File: src/rtl/vafe_pkg.sv
// register map, reset values and field positions of the offset and pll register slice
package vafe_pkg;
  // register indices; byte address is four times the index
  localparam logic [5:0] IDX_RED_OFF    = 6'h09;
  localparam logic [5:0] IDX_GREEN_OFF  = 6'h0A;
  localparam logic [5:0] IDX_BLUE_OFF   = 6'h0B;
  localparam logic [5:0] IDX_DAC_CFG    = 6'h0C;
  localparam logic [5:0] IDX_BANDWIDTH  = 6'h0D;
  localparam logic [5:0] IDX_LT_HIGH    = 6'h0E;
  localparam logic [5:0] IDX_LT_LOW     = 6'h0F;
  localparam logic [5:0] IDX_PHASE      = 6'h10;
  localparam logic [5:0] IDX_COAST_PRE  = 6'h11;
  localparam logic [5:0] IDX_COAST_POST = 6'h12;
  localparam logic [5:0] IDX_PLL_MISC   = 6'h13;
  // values after reset
  localparam logic [7:0] RST_OFFSET     = 8'h80;
  localparam logic [7:0] RST_DAC_CFG    = 8'h00;
  localparam logic [7:0] RST_BANDWIDTH  = 8'h2E;
  localparam logic [5:0] RST_LT_HIGH    = 6'h03;
  localparam logic [7:0] RST_LT_LOW     = 8'h20;
  localparam logic [5:0] RST_PHASE      = 6'h00;
  localparam logic [7:0] RST_COAST      = 8'h04;
  localparam logic [7:0] RST_PLL_MISC   = 8'h04;
  localparam logic [9:0] DAC_MID_SCALE  = 10'h200;
  // field positions
  localparam int DAC_RANGE_BIT  = 0;
  localparam int DAC_LSB_BASE   = 2;
  localparam int BW_CUTOFF_LSB  = 1;
  localparam int BW_PEAK_LSB    = 4;
  localparam int MISC_EDGE_BIT0 = 0;
  localparam int MISC_CLKINV    = 3;
  // phase step in thousandths of a degree
  localparam int PHASE_STEP_MDEG = 5625;
  localparam int NUM_CH          = 3;
  localparam int LINE_W          = 12;
endpackage

File: src/rtl/vafe_coast_if.sv
// coast line counts from the register bank and the coast state back
`timescale 1ns/1ps
interface vafe_coast_if;
  logic [7:0] pre_lines;
  logic [7:0] post_lines;
  logic       coast;
  modport ctl (output pre_lines, output post_lines, input coast);
  modport seq (input pre_lines, input post_lines, output coast);
endinterface

File: src/rtl/vafe_coast.sv
// line counting coast window around vertical sync
`timescale 1ns/1ps
module vafe_coast
  import vafe_pkg::*;
(
  input  wire logic   mclk,
  input  wire logic   reset,
  input  wire logic   ce,
  input  wire logic   line_pulse,
  input  wire logic   vsync,
  vafe_coast_if.seq   cif
);
  typedef struct packed {
    logic [LINE_W-1:0] line_cnt;
    logic [LINE_W-1:0] frame_lines;
    logic [7:0]        post_cnt;
    logic              vs_prev;
    logic              coast;
  } vafe_coast_s;

  vafe_coast_s st_reg;
  vafe_coast_s st_next;
  logic [LINE_W:0] lines_ahead;

  // lines counted from the last vsync plus the pre-coast margin
  assign lines_ahead = {1'b0, st_reg.line_cnt} + {{(LINE_W-7){1'b0}}, cif.pre_lines};

  // frame length is learned from the previous frame, so the first frame has no pre-coast
  always_comb
  begin
    st_next = st_reg;
    st_next.vs_prev = vsync;
    if (vsync && !st_reg.vs_prev)
    begin
      st_next.frame_lines = st_reg.line_cnt;
      st_next.line_cnt = '0;
    end
    else if (line_pulse && !vsync)
    begin
      st_next.line_cnt = st_reg.line_cnt + 1'b1;
    end
    if (!vsync && st_reg.vs_prev)
    begin
      st_next.post_cnt = cif.post_lines;
    end
    else if (line_pulse && st_reg.post_cnt != 8'h00)
    begin
      st_next.post_cnt = st_reg.post_cnt - 1'b1;
    end
    st_next.coast = vsync || st_next.post_cnt != 8'h00 ||
      (st_reg.frame_lines != '0 && lines_ahead >= {1'b0, st_reg.frame_lines});
  end

  always_ff @(posedge mclk)
  begin
    if (reset)
      st_reg <= '0;
    else if (ce)
      st_reg <= st_next;
  end

  assign cif.coast = st_reg.coast;
endmodule

File: src/rtl/vafe_regs.sv
// offset, bandwidth and pll control registers behind an avalon-mm slave
//
// Our own choice: the Avalon-MM slave port.
`timescale 1ns/1ps
module vafe_regs
  import vafe_pkg::*;
(
  input  wire logic                 mclk,
  input  wire logic                 reset,
  input  wire logic                 ce,
  input  wire logic [7:0]           avs_address,
  input  wire logic                 avs_read,
  input  wire logic                 avs_write,
  input  wire logic [31:0]          avs_writedata,
  input  wire logic [3:0]           avs_byteenable,
  output logic [31:0]               avs_readdata,
  output logic                      avs_waitrequest,
  input  wire logic                 auto_black_level_comp,
  input  wire logic                 ext_clamp_sel,
  input  wire logic                 clamp_pulse,
  input  wire logic                 first_hsync_input,
  input  wire logic                 second_hsync_input,
  input  wire logic                 hsync_select,
  input  wire logic                 vsync,
  input  wire logic                 clock_invert_pin,
  output logic [NUM_CH*8-1:0]       digital_offset,
  output logic [NUM_CH*10-1:0]      offset_dac_code,
  output logic                      dac_range_quarter,
  output logic [2:0]                frontend_cutoff_code,
  output logic [3:0]                peaking_code,
  output logic [13:0]               pll_line_total,
  output logic [5:0]                sample_phase,
  output logic [1:0]                pll_lock_pulse,
  output logic                      pll_coast,
  output logic                      clock_invert_eff
);
  typedef struct packed {
    logic [NUM_CH-1:0][7:0] offset;
    logic [7:0]             dac_cfg;
    logic [7:0]             bandwidth;
    logic [5:0]             lt_high;
    logic [7:0]             lt_low;
    logic [5:0]             phase;
    logic [7:0]             coast_pre;
    logic [7:0]             coast_post;
    logic [7:0]             misc;
    logic [13:0]            lt_applied;
    logic [NUM_CH-1:0][9:0] dac_applied;
    logic [NUM_CH-1:0][7:0] dig;
    logic [1:0]             hs_prev;
    logic [1:0]             lock;
    logic                   clamp_prev;
    logic                   clkinv;
    logic                   ack;
    logic [31:0]            rdata;
  } vafe_regs_s;

  localparam vafe_regs_s ST_RESET = '{
    offset:      {NUM_CH{RST_OFFSET}},
    dac_cfg:     RST_DAC_CFG,
    bandwidth:   RST_BANDWIDTH,
    lt_high:     RST_LT_HIGH,
    lt_low:      RST_LT_LOW,
    phase:       RST_PHASE,
    coast_pre:   RST_COAST,
    coast_post:  RST_COAST,
    misc:        RST_PLL_MISC,
    lt_applied:  {RST_LT_HIGH, RST_LT_LOW},
    dac_applied: {NUM_CH{DAC_MID_SCALE}},
    dig:         '0,
    hs_prev:     2'h0,
    lock:        2'h0,
    clamp_prev:  1'b0,
    clkinv:      1'b0,
    ack:         1'b0,
    rdata:       32'h0000_0000
  };

  vafe_regs_s st_reg;
  vafe_regs_s st_next;

  logic                   req;
  logic                   wr_take;
  logic [5:0]             idx;
  logic                   aligned;
  logic [7:0]             wbyte;
  logic [1:0]             hs_in;
  logic [1:0]             lock_edge;
  logic                   clamp_rise;
  logic [NUM_CH-1:0][9:0] dac_target;

  vafe_coast_if cif ();

  // one wait cycle per access; the write lands on the edge where waitrequest is low
  assign req             = avs_read || avs_write;
  assign avs_waitrequest = req && !st_reg.ack;
  assign wr_take         = avs_write && st_reg.ack && ce;
  assign idx             = avs_address[7:2];
  assign aligned         = avs_address[1:0] == 2'b00;
  assign wbyte           = avs_writedata[7:0];
  assign hs_in           = {second_hsync_input, first_hsync_input};
  assign clamp_rise      = clamp_pulse && !st_reg.clamp_prev;

  // manual DAC code: register value over its two low bits
  generate
    for (genvar ch = 0; ch < NUM_CH; ch++)
    begin : g_dac
      assign dac_target[ch] = {st_reg.offset[ch],
        st_reg.dac_cfg[DAC_LSB_BASE+2*ch +: 2]};
    end
  endgenerate

  // lock edge per hsync input: trailing is the falling edge of an active high pulse
  generate
    for (genvar h = 0; h < 2; h++)
    begin : g_lock
      assign lock_edge[h] = st_reg.misc[MISC_EDGE_BIT0+h] ?
        (hs_in[h] && !st_reg.hs_prev[h]) : (!hs_in[h] && st_reg.hs_prev[h]);
    end
  endgenerate

  // read mux; unmapped or unaligned addresses read as zero
  function automatic logic [7:0] read_byte(input vafe_regs_s s, input logic [5:0] i);
    logic [7:0] v;
    v = 8'h00;
    unique case (i)
      IDX_RED_OFF:    v = s.offset[0];
      IDX_GREEN_OFF:  v = s.offset[1];
      IDX_BLUE_OFF:   v = s.offset[2];
      IDX_DAC_CFG:    v = s.dac_cfg;
      IDX_BANDWIDTH:  v = s.bandwidth;
      IDX_LT_HIGH:    v = {2'b00, s.lt_high};
      IDX_LT_LOW:     v = s.lt_low;
      IDX_PHASE:      v = {2'b00, s.phase};
      IDX_COAST_PRE:  v = s.coast_pre;
      IDX_COAST_POST: v = s.coast_post;
      IDX_PLL_MISC:   v = s.misc;
      default:        v = 8'h00;
    endcase
    return v;
  endfunction

  // next state: bus, register writes, then the derived control values
  always_comb
  begin
    st_next = st_reg;
    st_next.ack = req && !st_reg.ack;
    if (req && !st_reg.ack)
    begin
      st_next.rdata = {24'h00_0000, aligned ? read_byte(st_reg, idx) : 8'h00};
    end
    if (wr_take && aligned && avs_byteenable[0])
    begin
      unique case (idx)
        IDX_RED_OFF:    st_next.offset[0] = wbyte;
        IDX_GREEN_OFF:  st_next.offset[1] = wbyte;
        IDX_BLUE_OFF:   st_next.offset[2] = wbyte;
        IDX_DAC_CFG:    st_next.dac_cfg = wbyte;
        IDX_BANDWIDTH:  st_next.bandwidth = wbyte;
        IDX_LT_HIGH:    st_next.lt_high = wbyte[5:0];
        IDX_LT_LOW:
        begin
          st_next.lt_low = wbyte;
          st_next.lt_applied = {st_reg.lt_high, wbyte};
        end
        IDX_PHASE:      st_next.phase = wbyte[5:0];
        IDX_COAST_PRE:  st_next.coast_pre = wbyte;
        IDX_COAST_POST: st_next.coast_post = wbyte;
        IDX_PLL_MISC:   st_next.misc = wbyte;
        default:        st_next.rdata = st_reg.rdata;
      endcase
    end
    // digital offset is the register code less mid-scale, zero while manual
    for (int ch = 0; ch < NUM_CH; ch++)
    begin
      st_next.dig[ch] = auto_black_level_comp ?
        (st_reg.offset[ch] ^ RST_OFFSET) : 8'h00;
    end
    // external clamp holds the DAC until its leading edge, so no mid-line steps
    if (!auto_black_level_comp && (!ext_clamp_sel || clamp_rise))
    begin
      st_next.dac_applied = dac_target;
    end
    st_next.clamp_prev = clamp_pulse;
    st_next.hs_prev = hs_in;
    st_next.lock = lock_edge;
    st_next.clkinv = clock_invert_pin && !st_reg.misc[MISC_CLKINV];
  end

  // all state frozen while the clock enable is low
  always_ff @(posedge mclk)
  begin
    if (reset)
      st_reg <= ST_RESET;
    else if (ce)
      st_reg <= st_next;
  end

  // line pulses from the chosen hsync feed the coast window
  vafe_coast u_coast (
    .mclk       (mclk),
    .reset      (reset),
    .ce         (ce),
    .line_pulse (st_reg.lock[hsync_select]),
    .vsync      (vsync),
    .cif        (cif)
  );
  assign cif.pre_lines  = st_reg.coast_pre;
  assign cif.post_lines = st_reg.coast_post;

  // outputs straight from flip-flops
  assign avs_readdata         = st_reg.rdata;
  assign digital_offset       = st_reg.dig;
  assign offset_dac_code      = st_reg.dac_applied;
  assign dac_range_quarter    = st_reg.dac_cfg[DAC_RANGE_BIT];
  assign frontend_cutoff_code = st_reg.bandwidth[BW_CUTOFF_LSB +: 3];
  assign peaking_code         = st_reg.bandwidth[BW_PEAK_LSB +: 4];
  assign pll_line_total       = st_reg.lt_applied;
  assign sample_phase         = st_reg.phase;
  assign pll_lock_pulse       = st_reg.lock;
  assign pll_coast            = cif.coast;
  assign clock_invert_eff     = st_reg.clkinv;
endmodule

File: config.mk
export PLATFORM = sky130hd
export DESIGN_NAME = vafe_regs
export DESIGN_NICKNAME = d
export VERILOG_FILES = /design/src/rtl/vafe_pkg.sv /design/src/rtl/vafe_coast_if.sv /design/src/rtl/vafe_coast.sv /design/src/rtl/vafe_regs.sv
export SDC_FILE = /design/constraint.sdc
export NUM_CORES = 1
export LEC_CHECK = 0
export BUFFER_PORTS_ARGS = -buffer_cell sky130_fd_sc_hd__buf_2
export CAP_MARGIN = 30
export CORE_ASPECT_RATIO = 0.8
export CORE_MARGIN = 5
export CORE_UTILIZATION = 40
export CTS_CLUSTER_SIZE = 16
export DETAILED_ROUTE_END_ITERATION = 10
export HOLD_SLACK_MARGIN = 0.15
export PLACE_DENSITY = 0.61
export SETUP_SLACK_MARGIN = 0.3
export SYNTH_ARGS = -nofsm -noshare
export SYNTH_HDL_FRONTEND = slang
export SYNTH_HIERARCHICAL = 1
export SYNTH_SLANG_ARGS = --single-unit
File: constraint.sdc
create_clock -name mclk -period 3 [get_ports mclk]
set_input_delay 0.3 -clock mclk [delete_from_list [all_inputs] [get_ports mclk]]
set_output_delay 0.3 -clock mclk [all_outputs]
set_load 0.01 [all_outputs]
# Word-level counts from Yosys, hierarchy flattened
# Cells that the tools add are included.
dict set report totals {
  reg_bits 225
  out_inout_bits 119
  wordCells 118
}
dict set report op_classes {
  n_addsub 3
  order_cmp 2
  eq_ne 12
  n_mux 16
  bitwise 3
  n_reduce_logical 53
}
# operator count
set ops {}
lappend ops {{two-way mux 32 bit} 3}
lappend ops {{one-hot mux 8 bit (11 select lines)} 1}
lappend ops {{two-way mux 8 bit} 6}
lappend ops {{equality test 6 x 4 -> 1 bit (second input constant)} 7}
lappend ops {{AND reduction 3 bit} 11}
lappend ops {{equality test 6 x 5 -> 1 bit (second input constant)} 4}
lappend ops {{two-way mux 12 bit} 2}
lappend ops {{logical AND 1 bit} 17}
lappend ops {{nonzero test 8 bit} 2}
lappend ops {{adder 12 x 8 -> 13 bit} 1}
lappend ops {{greater-or-equal comparator 13 x 12 -> 1 bit} 1}
lappend ops {{adder 12 x 1 -> 12 bit (second input constant)} 1}
lappend ops {{nonzero test 12 bit} 1}
lappend ops {{zero test 1 bit} 11}
lappend ops {{OR reduction 11 bit} 1}
lappend ops {{AND reduction 2 bit} 4}
lappend ops {{subtractor 8 x 1 -> 8 bit (second input constant)} 1}
lappend ops {{logical OR 1 bit} 4}
lappend ops {{two-way mux 1 bit} 4}
lappend ops {{NOT 1 bit} 3}
lappend ops {{zero test 2 bit} 1}
lappend ops {{< comparator 1 x 2 -> 1 bit (second input constant)} 1}
lappend ops {{inequality test 2 bit (second input constant)} 1}
lappend ops {{nonzero test 2 bit} 1}

# Depth between registers and ports, before layout
# Gate-level depths: netlist (run 1).
dict set report logic_depth {
  word_depth 8
  depth_mapped 16
  depth_no_buf 16
}

# Hierarchy
# The synthesis (run 1) kept the hierarchy.
# mod instances cells_per_inst area_per_inst_um2 seq_area_each_um2
set by_module_without_submodules {}
lappend by_module_without_submodules {vafe_regs 1 813 7604.8 3183.1}
lappend by_module_without_submodules {vafe_coast 1 326 2491.1 680.7}

# Worst setup path before layout (run 1)
# No wires, ideal clock.
dict set report synth_path {
  path_kind {register to register}
  from {register u_coast/st_reg[23] in the netlist's numbering}
  to {register u_coast.st_reg (netlist bit u_coast/cif.coast)}
  setup_time_ns 0.117
  arrival_ns 2.993
  required_time_ns 2.883
  path_slack_ns -0.110
  path_stages_with_launch 15
  n_path_buf 0
  period_less_slack_ns 3.110
  path_cell_list {dfxtp_1 -> ha_1 -> a21o_1 -> a21oi_1 -> nand2b_1 -> a311oi_1 -> a21oi_1 -> xnor2_1 -> ha_1 -> a21o_1 -> a211oi_1 -> a21oi_1 -> or2_2 -> a32o_1 -> a22o_1}
}
dict set report synth_between {
  elab_chain_len 4
}
# element line_no
set synth_rtl {}
lappend synth_rtl {{from (decl)} vafe_coast.sv:21} ;# vafe_coast_s st_reg;
lappend synth_rtl {{from (signal assigned)} vafe_coast.sv:59} ;# st_reg <= st_next;
lappend synth_rtl {{adder 12 x 8 -> 13 bit} vafe_coast.sv:26} ;# assign lines_ahead = {1'b0, st_reg.line_cnt} + {{(LINE_W-7){1'b0}}, cif.pre_lines};
lappend synth_rtl {{greater-or-equal comparator 13 x 12 -> 1 bit} vafe_coast.sv:51} ;# (st_reg.frame_lines != '0 && lines_ahead >= {1'b0, st_reg.frame_lines});
lappend synth_rtl {{logical AND 1 bit} vafe_coast.sv:51}
lappend synth_rtl {{logical OR 1 bit} vafe_coast.sv:50} ;# st_next.coast = vsync || st_next.post_cnt != 8'h00 ||
# No other way between the ends.
# A chain may end at the register's enable or synchronous reset.

# Worst setup path in the final report (run 1)
dict set report layout_path {
  from {register u_coast/st_reg[22] in the netlist's numbering}
  to {register u_coast.st_reg (netlist bit u_coast/cif.coast)}
}
# The elaborated chain is that of the path after synthesis.

==> results of run 1 <==
## routing by layer
metal	routed length [um]	GRT usage	vias to the layer above
met4	265	0.0339	0
met3	1980	0.0525	23
met2	11600	0.274	234
li1	-	-	3855
met1	13100	0.272	3731
met5	0	0	-
## kinds of logic after synthesis
group / count (synthesis) / share of synthesized area
and+or+nand+nor: 398 / 0.204
buffers and inverters: 213 / 0.127
DFF: 193 / 0.383
AOI/OAI and AO/OA: 178 / 0.114
muxes: 113 / 0.126
adders and majority gates: 24 / 0.0305
xor gates and xnor gates: 19 / 0.0165
other: 1 / 0.000371
## per-stage QoR
step,util,instances,setup WS (ns)
2_1_floorplan,-,1162,0.0973
4_1_cts,0.443,1501,-0.113
5_1_grt,0.444,1502,-0.232
3_5_place_dp,0.413,1458,-0.107
6_report,0.444,1502,-0.0805
3_3_place_gp,0.412,1457,-0.0505
## power breakdown
part	total, W	internal, W	switching (W)
Sequential	0.00259	0.00257	0.0000153
Clock	0.00234	0.00131	0.00103
Combinational	0.000374	0.000115	0.000259
## final timing paths
path                                                        from                          endpoint  slack [ns]  depth (start not counted)
worst max-delay path             u_coast/st_reg[22]$_SDFFE_PP0P_    u_coast/cif.coast$_SDFFE_PP0P_       -0.08                         16
worst min-delay path                                       vsync    u_coast/st_reg[1]$_SDFFE_PP0P_        0.24                          3
worst max register to register   u_coast/st_reg[22]$_SDFFE_PP0P_    u_coast/cif.coast$_SDFFE_PP0P_       -0.08                         16
worst min register to register  offset_dac_code[23]$_SDFFE_PP0P_  offset_dac_code[23]$_SDFFE_PP0P_        0.45                          2
## repair_timing
item / in CTS / in global routing
pin swaps: 16 / 4
hold buffers: 4 / 0
buffers inserted: 7 / 1
gates resized for setup: 11 / 1
endpoints found under the setup margin: 1 / 1
endpoints found under the hold margin: 4 / 0
## area by class of cell
| class | instances | share of cell area |
|---|---|---|
| repair buffers | 171 | 0.0914 |
| inverters | 26 | 0.00876 |
| clock buffers | 22 | 0.0426 |
| well taps | 324 | 0.0364 |
| clock inverters | 10 | 0.0111 |
| multi-input cells | 756 | 0.462 |
| flip-flops and latches | 193 | 0.348 |
## critical path, stage by stage, from the launching register on
cell and delay (ns):
dfxtp_4 0.35, ha_4 0.15, buf_4 0.12, a21o_1 0.16
a21oi_2 0.17, nand2b_4 0.17, a311oi_4 0.10, buf_4 0.17
a41oi_2 0.20, xnor2_1 0.14, ha_1 0.24, o21a_1 0.18
o21ai_1 0.11, a21oi_1 0.05, or2_4 0.22, a32o_2 0.23
a22o_1 0.20
## layout by cell type, fill, tap and decap left out, types with 5 or more instances in the layout
cell type,Yosys,routed
nor2_1,121,121
nand2_1,123,123
nand3_1,32,31
xnor2_1,11,11
dfxtp_1,193,189
a221oi_1,16,16
mux4_2,10,10
nor4_4,11,11
o21ai_0,16,13
a211o_1,10,10
nand2b_1,34,33
nor3_1,15,15
nand3b_1,8,8
conb_1,1,24
a21oi_1,80,77
buf_2,6,123
mux2i_1,94,94
nor2b_1,19,19
buf_4,117,42
a211oi_1,9,7
clkbuf_16,0,17
a22o_1,5,5
a22oi_1,9,9
xor2_1,8,8
mux2_2,9,9
ha_1,23,21
inv_1,26,26
==> run_results.csv, run 1 <==
group,metric,value,unit
outcome,status,"finished, violations left",
outcome,violations,"setup timing",
timing,fin_ws,-0.0805,ns
synth,ys_top_cells_by_count,"193 x dfxtp_1, 123 x nand2_1, 121 x nor2_1",
route,drtIter0Drc,600,
place,hpwl,19300,um
place,placed_area,10400,sq um
synth,synth_cell_types,72,
cells_and_area,nets,1246,
synth,syn_area_per_cell,8.86,sq um
timing,fin_crit_sh,1.03,
cells_and_area,fillers,2495,
critical_path,worst-path-max-fanout,2,
global_route,antenna_found_initial,0,
clocking,cts.sinks,193,
place,gp_congestion,0.877,
floorplan,start_util,0.402,
synth,synth_edf_count,0,
synth,syn_inst,1139,
timing,rsz0062_at_grt,"true",
floorplan,ios,176,
timing,setup-tns-final,-0.0805,ns
global_route,grtUsageTotal,0.185,
timing,finalHoldViolations,0,
timing,fin_skew,0.00897,ns
timing,slew_headroom,0.471,
critical_path,critPathKind,"reg2reg",
clocking,cts_max_level,4,
route,wirelength,26900,um
clocking,clkLatencyLatePin,0.43,ns
cells_and_area,final_cell_area,11100,sq um
global_route,grt_overflow_total,0,
floorplan,die_area,28500,sq um
floorplan,core_area,25100,sq um
route,drt_first_pass_iters,5,
synth,synth_warnings,6,
timing,setup_viol,1,
synth,synth_top_area_frac,0.383,
pwr,powerDensity,476,nW/um^2
synth,async_reset_ff_frac,0,
critical_path,end_kind,"flip-flop",
timing,maxSlewViolCount,0,
route,viasPerCell,5.22,
synth,ys_ff_latch,193,
floorplan,num_rows,52,
route,drc,0,
cells_and_area,n_antenna_cell,0,
place,io_buffers,124,
pwr,vdd_ir_drop_max,0.000378,V
job,drv_cap,0,
cells_and_area,synthToLayoutAreaGrowth,10.3,%
cells_and_area,register_area,3870,sq um
cells_and_area,drive_above_1_share,0.218,
synth,ys.flop_type,"dfxtp_1",
floorplan,chipHeight,152,um
min_path,hold_path_class,"in2reg",
critical_path,worst_ep_required_time,3.33,ns
critical_path,start_kind,"flip-flop",
clocking,clk_path_buf_depth,2,
critical_path,worstPathArrival,3.41,ns
timing,period_needed,3.08,ns
synth,syn-cell-area,10100,sq um
route,avgRoutedWirePerCell,17.9,um
synth,yosys.cell_count.top_type,"dfxtp_1",
timing,fmax,0.325,GHz
cells_and_area,largest_register_ffs,33,
clocking,clk_pin_slew,0.07,ns
synth,synth-seq-area-share,0.383,
floorplan,die_w,188,um
route,antenna_left,0,
route,vias,7843,
timing,timing.hold.ws,0.245,ns
global_route,grt_pass1_wl,42900,um
clocking,cts_root_buf,"clkbuf_16",
global_route,grt_pass1_vias,7417,
synth,yosysTopAreaCell,"dfxtp_1",
clocking,numCtsBuffers,17,
clocking,cts_tree,"yes",
cells_and_area,multi_input_area,5150,sq um
timing,worst_slew_pin_slew,0.787,ns
pwr,p_leak,4.26,nW
synth,ys_top_cells_by_area,"dfxtp_1 38%, mux2i_1 9.3%, buf_4 8.7%",
global_route,grt_start_max_net_pins,112,
pwr,fin_total_pwr,0.00530,W
(Power assumes the default switching activity.)
==> inputs of run 2 (changes only) <==
CAP_MARGIN = 20   (was 30)
CELL_PAD_IN_SITES_DETAIL_PLACEMENT = 2   (was unset)
CELL_PAD_IN_SITES_GLOBAL_PLACEMENT = 2   (was unset)
CORE_UTILIZATION = 31   (was 40)
PLACE_DENSITY = 0.75   (was 0.61)
==> run 2 against run 1 <==
  * The run still ends with setup timing left
  * Global-route usage about the same
  * Wire length increased by 25%
  * Sequential share of layout area decreased by 0.29 points
  * Via count increased by 2.8%
  * Register-to-register slack got worse by 0.06 ns
  * Critical path depth decreased by 2
  * Clock skew increased by 0.0046 ns
  * Critical path type unchanged
==> run_results.csv, run 2 (synthesized netlist as in run 1, its figures left out) <==
group,metric,value,unit
outcome,status,"finished, violations left",
outcome,violations,"setup timing",
cells_and_area,n_antenna_cell,0,
critical_path,start_kind,"flip-flop",
clocking,cts_max_level,4,
place,gp_congestion,0.860,
timing,fin_skew,0.0135,ns
floorplan,core_area,32300,sq um
timing,fmax,0.318,GHz
critical_path,cp_cell_sequence,"ha_4 -> inv_2 -> fa_2 -> nor2b_2 -> o21ai_2 -> a21o_1 -> a21oi_4 -> xor2_1 -> ha_1 -> a211oi_2 -> nand3_1 -> a31o_2 -> a32o_2 -> a22o_1",
route,vias,8066,
clocking,clkLatencyLatePin,0.45,ns
timing,rsz0062_at_grt,"true",
route,avgRoutedWirePerCell,21.1,um
cells_and_area,largest_register_ffs,33,
min_path,hold_path_class,"in2reg",
pwr,powerDensity,481,nW/um^2
pwr,switching_power,0.00145,W
place,preCtsSetupSlack,-0.182,ns
global_route,grt_overflow_total,0,
global_route,grt_pass1_wl,52500,um
clocking,cts_tree,"yes",
clocking,cts_root_buf,"clkbuf_16",
timing,slew_headroom,0.470,
place,dp.cells,1561,
global_route,grt_pass1_vias,8604,
floorplan,ios,176,
cells_and_area,synthToLayoutAreaGrowth,11.2,%
global_route,antenna_found_initial,1,
clocking,clk_pin_slew,0.08,ns
timing,maxSlewViolCount,0,
pwr,sw_frac_of_total,0.269,
route,wirelength,33700,um
timing,finalHoldViolations,0,
timing,fin_crit_sh,1.05,
critical_path,worst_ep_required_time,3.35,ns
floorplan,start_util,0.312,
floorplan,die_area,36300,sq um
route,viasPerCell,5.04,
clocking,numCtsBuffers,17,
job,drv_cap,0,
pwr,clockPowerShare,0.447,
critical_path,critPathSlowestCell,"dfxtp_4",
clocking,cts.sinks,193,
timing,fin_ws,-0.142,ns
clocking,clk_path_buf_depth,2,
critical_path,worstPathArrival,3.49,ns
timing,setup_viol,1,
route,drc,0,
critical_path,end_kind,"flip-flop",
global_route,grtUsageTotal,0.185,
timing,period_needed,3.14,ns
route,drt_first_pass_iters,4,
pwr,p_leak,4.24,nW
pwr,p_comb_frac,0.073,
route,drtIter0Drc,435,
pwr,vdd_ir_drop_max,0.000371,V
cells_and_area,final_common_cell,"dfxtp_1",
place,hpwl,24000,um
global_route,grt_start_max_net_pins,112,
floorplan,chipHeight,171,um
cells_and_area,nets,1241,
cells_and_area,drive_above_1_share,0.217,
cells_and_area,fillers,3627,
cells_and_area,layout.cells.non_filler,1600,
timing,worst_slew_pin_slew,0.788,ns
floorplan,die_w,212,um
place,io_buffers,124,
critical_path,worst-path-max-fanout,3,
floorplan,num_rows,59,
timing,timing.hold.ws,0.225,ns
critical_path,cpPeakStageDelay,0.37,ns
pwr,pwr-share-seq,0.480,
route,antenna_left,0,
critical_path,critPathKind,"reg2reg",
pwr,intPower,0.00395,W
cells_and_area,final_cell_mix,"190 x dfxtp_1, 123 x nand2_1, 123 x buf_2",
==> run 2: what timing repair did <==
| item | CTS | global route |
|---|---|---|
| hold endpoints to repair | 4 | 0 |
| hold buffers | 4 | 0 |
| pin swaps | 10 | 6 |
| setup buffers | 2 | 1 |
| resized for setup | 4 | 9 |
| setup endpoints to repair | 1 | 1 |
==> run 2: stage by stage <==
step	util	TNS, ns	power [W]	area (sq um)
4_1_cts	0.345	-0.149	0.00546	11200
6_report	0.347	-0.142	0.00540	11200
5_1_grt	0.347	-0.258	0.00559	11200
3_5_place_dp	0.325	-0.182	0.00304	10500
3_3_place_gp	0.325	-0.112	0.00303	10500
2_1_floorplan	-	0	0.00294	10200
==> run 2: critical path: cells and delay by family, from the launching register on <==
family / cells / cell delay, ns
AO/OA/AOI/OAI: 7 / 1.43
adder cells (fa/ha/maj): 3 / 0.77
flip-flops: 1 / 0.37
AND/OR/NAND/NOR: 2 / 0.26
XOR/XNOR: 1 / 0.17
buffers and inverters: 1 / 0.04
==> run 2: area by class of cell <==
| type | count | area (sq um) | area share |
|---|---|---|---|
| multi-input combinational | 756 | 5150 | 0.459 |
| sequential | 193 | 3870 | 0.345 |
| timing repair buffer | 166 | 977 | 0.0871 |
| tap | 427 | 534 | 0.0476 |
| clock buffer | 17 | 425 | 0.0379 |
| clock inverter | 15 | 171 | 0.0153 |
| inverter | 26 | 97.6 | 0.00870 |
==> run 2: per-layer routing <==
metal	wire length [um]	track usage	vias up
met3	1250	0.0297	13
met4	213	0.0372	2
met5	12	0	-
li1	-	-	3836
met2	15800	0.298	133
met1	16500	0.264	4082
==> run 2: power by group through the flow <==
stage	registers [W]	clock network [W]	logic (W)
final	0.00259	0.00241	0.000397
after global routing	0.00259	0.00256	0.000435
after CTS	0.00259	0.00247	0.000398
after detailed placement	0.00265	0	0.000390
after global placement	0.00265	0	0.000383
after floorplan	0.00265	0	0.000291
==> run 2: path summary, 6_finish.rpt <==
check / slack (ns) / end / start / cells past startpoint
setup / recovery: -0.14 / u_coast/cif.coast$_SDFFE_PP0P_ / u_coast/st_reg[22]$_SDFFE_PP0P_ / 14
hold / removal: 0.22 / u_coast/st_reg[1]$_SDFFE_PP0P_ / reset / 2
setup reg to reg: -0.14 / u_coast/cif.coast$_SDFFE_PP0P_ / u_coast/st_reg[22]$_SDFFE_PP0P_ / 14
hold reg to reg: 0.46 / offset_dac_code[27]$_SDFFE_PP0P_ / offset_dac_code[27]$_SDFFE_PP0P_ / 2
==> inputs of run 3 (changes only) <==
CORE_ASPECT_RATIO = 2   (was 0.8)
CORE_UTILIZATION = 30   (was 31)
PLACE_DENSITY = 0.73   (was 0.75)
RECOVER_POWER = 100   (was unset)
==> run 3 against run 2 <==
  * The flow finishes with violations (capacitance limit, slew limit, setup timing)
  * Global-route usage fell by 0.24 points
  * Clock skew decreased by 0.0023 ns
  * Maximum frequency hardly changed
  * Hold slack gained 0.022 ns
  * Critical endpoint unchanged
  * Highest routed layer is now met4
==> run_results.csv, run 3 (synthesized netlist as in run 1, its figures left out) <==
group,metric,value,unit
critical_path,start_kind,"flip-flop",
floorplan,die_area,37600,sq um
route,wl_met3,941,um
cells_and_area,largest_register_ffs,33,
critical_path,crit_start,"cif.pre_lines[0]$_SDFFE_PP0P_",
pwr,clockPowerShare,0.434,
clocking,clkLatencyLatePin,0.45,ns
route,met2WireLength,19800,um
cells_and_area,synthToLayoutAreaGrowth,10.3,%
timing,fin_skew,0.0112,ns
route,avgRoutedWirePerCell,21.4,um
route,viasPerCell,5.04,
place,io_buffers,124,
min_path,min-delay-start,"vsync",
pwr,intPower,0.00388,W
global_route,grt_start_max_net_pins,53,
critical_path,critPathKind,"reg2reg",
critical_path,reg2reg_depth,15,
min_path,hold_end,"u_coast/st_reg[1]$_SDFFE_PP0P_",
floorplan,num_rows,95,
pwr,vdd_ir_drop_max,0.000374,V
route,drt_first_pass_iters,5,
floorplan,die_w,140,um
critical_path,end_kind,"flip-flop",
route,drt-met1-wl,12400,um
critical_path,worstPathArrival,3.49,ns
timing,slew_headroom,-0.382,
timing,worst_slew_pin_slew,2.07,ns
clocking,cts_max_level,4,
clocking,numCtsBuffers,17,
global_route,antenna_found_initial,1,
floorplan,core_area,33400,sq um
pwr,sw_frac_of_total,0.264,
route,antenna_left,0,
clocking,clk_pin_slew,0.07,ns
cells_and_area,nets,1256,
global_route,grt_overflow_total,0,
critical_path,worst-path-max-fanout,3,
global_route,grt_pass1_wl,53600,um
clocking,clk_path_buf_depth,2,
outcome,status,"finished, violations left",
cells_and_area,final_cell_mix,"189 x dfxtp_1, 123 x nand2_1, 121 x nor2_1",
timing,maxSlewViolCount,72,
timing,fin_crit_sh,1.05,
route,drtIter0Drc,257,
floorplan,ios,176,
pwr,powerDensity,473,nW/um^2
route,wirelength,34900,um
pwr,pwr-share-seq,0.492,
critical_path,rr_endpoint,"u_coast/cif.coast$_SDFFE_PP0P_",
route,vias,8190,
critical_path,rr_startpoint,"cif.pre_lines[0]$_SDFFE_PP0P_",
place,hpwl,26200,um
timing,fin_ws,-0.144,ns
floorplan,start_util,0.302,
outcome,violations,"capacitance limit, slew limit, setup timing",
clocking,cts_tree,"yes",
cells_and_area,final_common_cell,"dfxtp_1",
job,drv_cap,2,
floorplan,chipHeight,269,um
clocking,cts.sinks,193,
place,dp.cells,1582,
pwr,switching_power,0.00139,W
route,dr.max_layer_used,"met4",
timing,timing.hold.ws,0.246,ns
cells_and_area,layout.cells.non_filler,1626,
place,gp_congestion,0.823,
place,preCtsSetupSlack,-0.190,ns
global_route,grtUsageTotal,0.183,
pwr,p_leak,3.88,nW
pwr,p_comb_frac,0.074,
min_path,hold_depth,3,
clocking,cts_root_buf,"clkbuf_16",
critical_path,regToRegSetupSlack,-0.14,ns
timing,period_needed,3.14,ns
pwr,fin_total_pwr,0.00527,W
cells_and_area,drive_above_1_share,0.144,
critical_path,worst_ep_required_time,3.34,ns
global_route,grt_pass1_vias,9061,
timing,fmax,0.318,GHz
min_path,hold_path_class,"in2reg",
timing,finalHoldViolations,0,
route,drc,0,
timing,setup_viol,1,
timing,rsz0062_at_grt,"true",
==> run 3: cell types whose count changed in the layout (fill, tap and decap cells not counted), moves of 3 or more <==
cell / before / now
clkbuf_1: 0 / 98
buf_2: 123 / 28
clkinv_2: 1 / 4
buf_4: 36 / 41
clkbuf_2: 0 / 9
==> run 3: routing by layer <==
layer / up-vias / global-route usage
met3: 70 / 0.0287
met1: 4105 / 0.178
met4: 0 / 0.100
met5: - / 0
li1: 3850 / -
met2: 165 / 0.356
==> run 3: timing repair <==
item                       4_1_cts  5_1_grt
cloned                           0        0
gates resized for setup         11        4
hold buffers                     4        0
setup buffers                    5        0
hold endpoints to repair         4        0
pin swaps                       22       13
setup endpoints to repair        1        1
==> run 3: power groups by stage <==
stage / Clock, W / Combinational, W / Sequential (W)
2_1_floorplan: 0 / 0.000291 / 0.00265
3_3_place_gp: 0 / 0.000389 / 0.00265
3_5_place_dp: 0 / 0.000394 / 0.00265
4_1_cts: 0.00235 / 0.000400 / 0.00259
5_1_grt: 0.00244 / 0.000426 / 0.00259
6_report: 0.00229 / 0.000391 / 0.00259
==> run 3: worst max path at each step <==
stage | end | slack, ns | depth (start not counted)
2_1_floorplan | u_coast/cif.coast$_SDFFE_PP0P_ | 0.1 | 16
3_3_place_gp | u_coast/cif.coast$_SDFFE_PP0P_ | -0.1 | 16
3_5_place_dp | u_coast/cif.coast$_SDFFE_PP0P_ | -0.19 | 16
4_1_cts | u_coast/cif.coast$_SDFFE_PP0P_ | -0.16 | 14
5_1_grt | u_coast/cif.coast$_SDFFE_PP0P_ | -0.29 | 14
6_report | u_coast/cif.coast$_SDFFE_PP0P_ | -0.14 | 15
==> run 3: metrics by stage <==
step	TNS, ns	cell area (sq um)	utilization
2_1_floorplan	0	10200	-
3_3_place_gp	-0.0981	10600	0.317
3_5_place_dp	-0.190	10600	0.317
4_1_cts	-0.164	11300	0.337
5_1_grt	-0.419	11100	0.333
6_report	-0.144	11100	0.333
==> run 3: area by class of cell <==
class | count | area, sq um
diodes | 2 | 5.00
clock buffers | 20 | 457
clock inverters | 12 | 108
fillers | 3818 | 22300
inverters | 26 | 97.6
multi-input cells | 756 | 5120
flip-flops and latches | 193 | 3880
well taps | 436 | 546
repair buffers | 181 | 932
==> run 3: worst max-delay path, stage by stage (launching register included) <==
cell,delay [ns]
dfxtp_4,0.37
ha_4,0.13
inv_2,0.04
fa_2,0.36
nor2b_2,0.16
o21ai_2,0.09
a21o_1,0.19
a21oi_2,0.21
nand3_1,0.12
xnor2_1,0.14
ha_1,0.24
a31oi_1,0.24
a21oi_1,0.12
or2_4,0.23
a32o_2,0.22
a22o_1,0.18
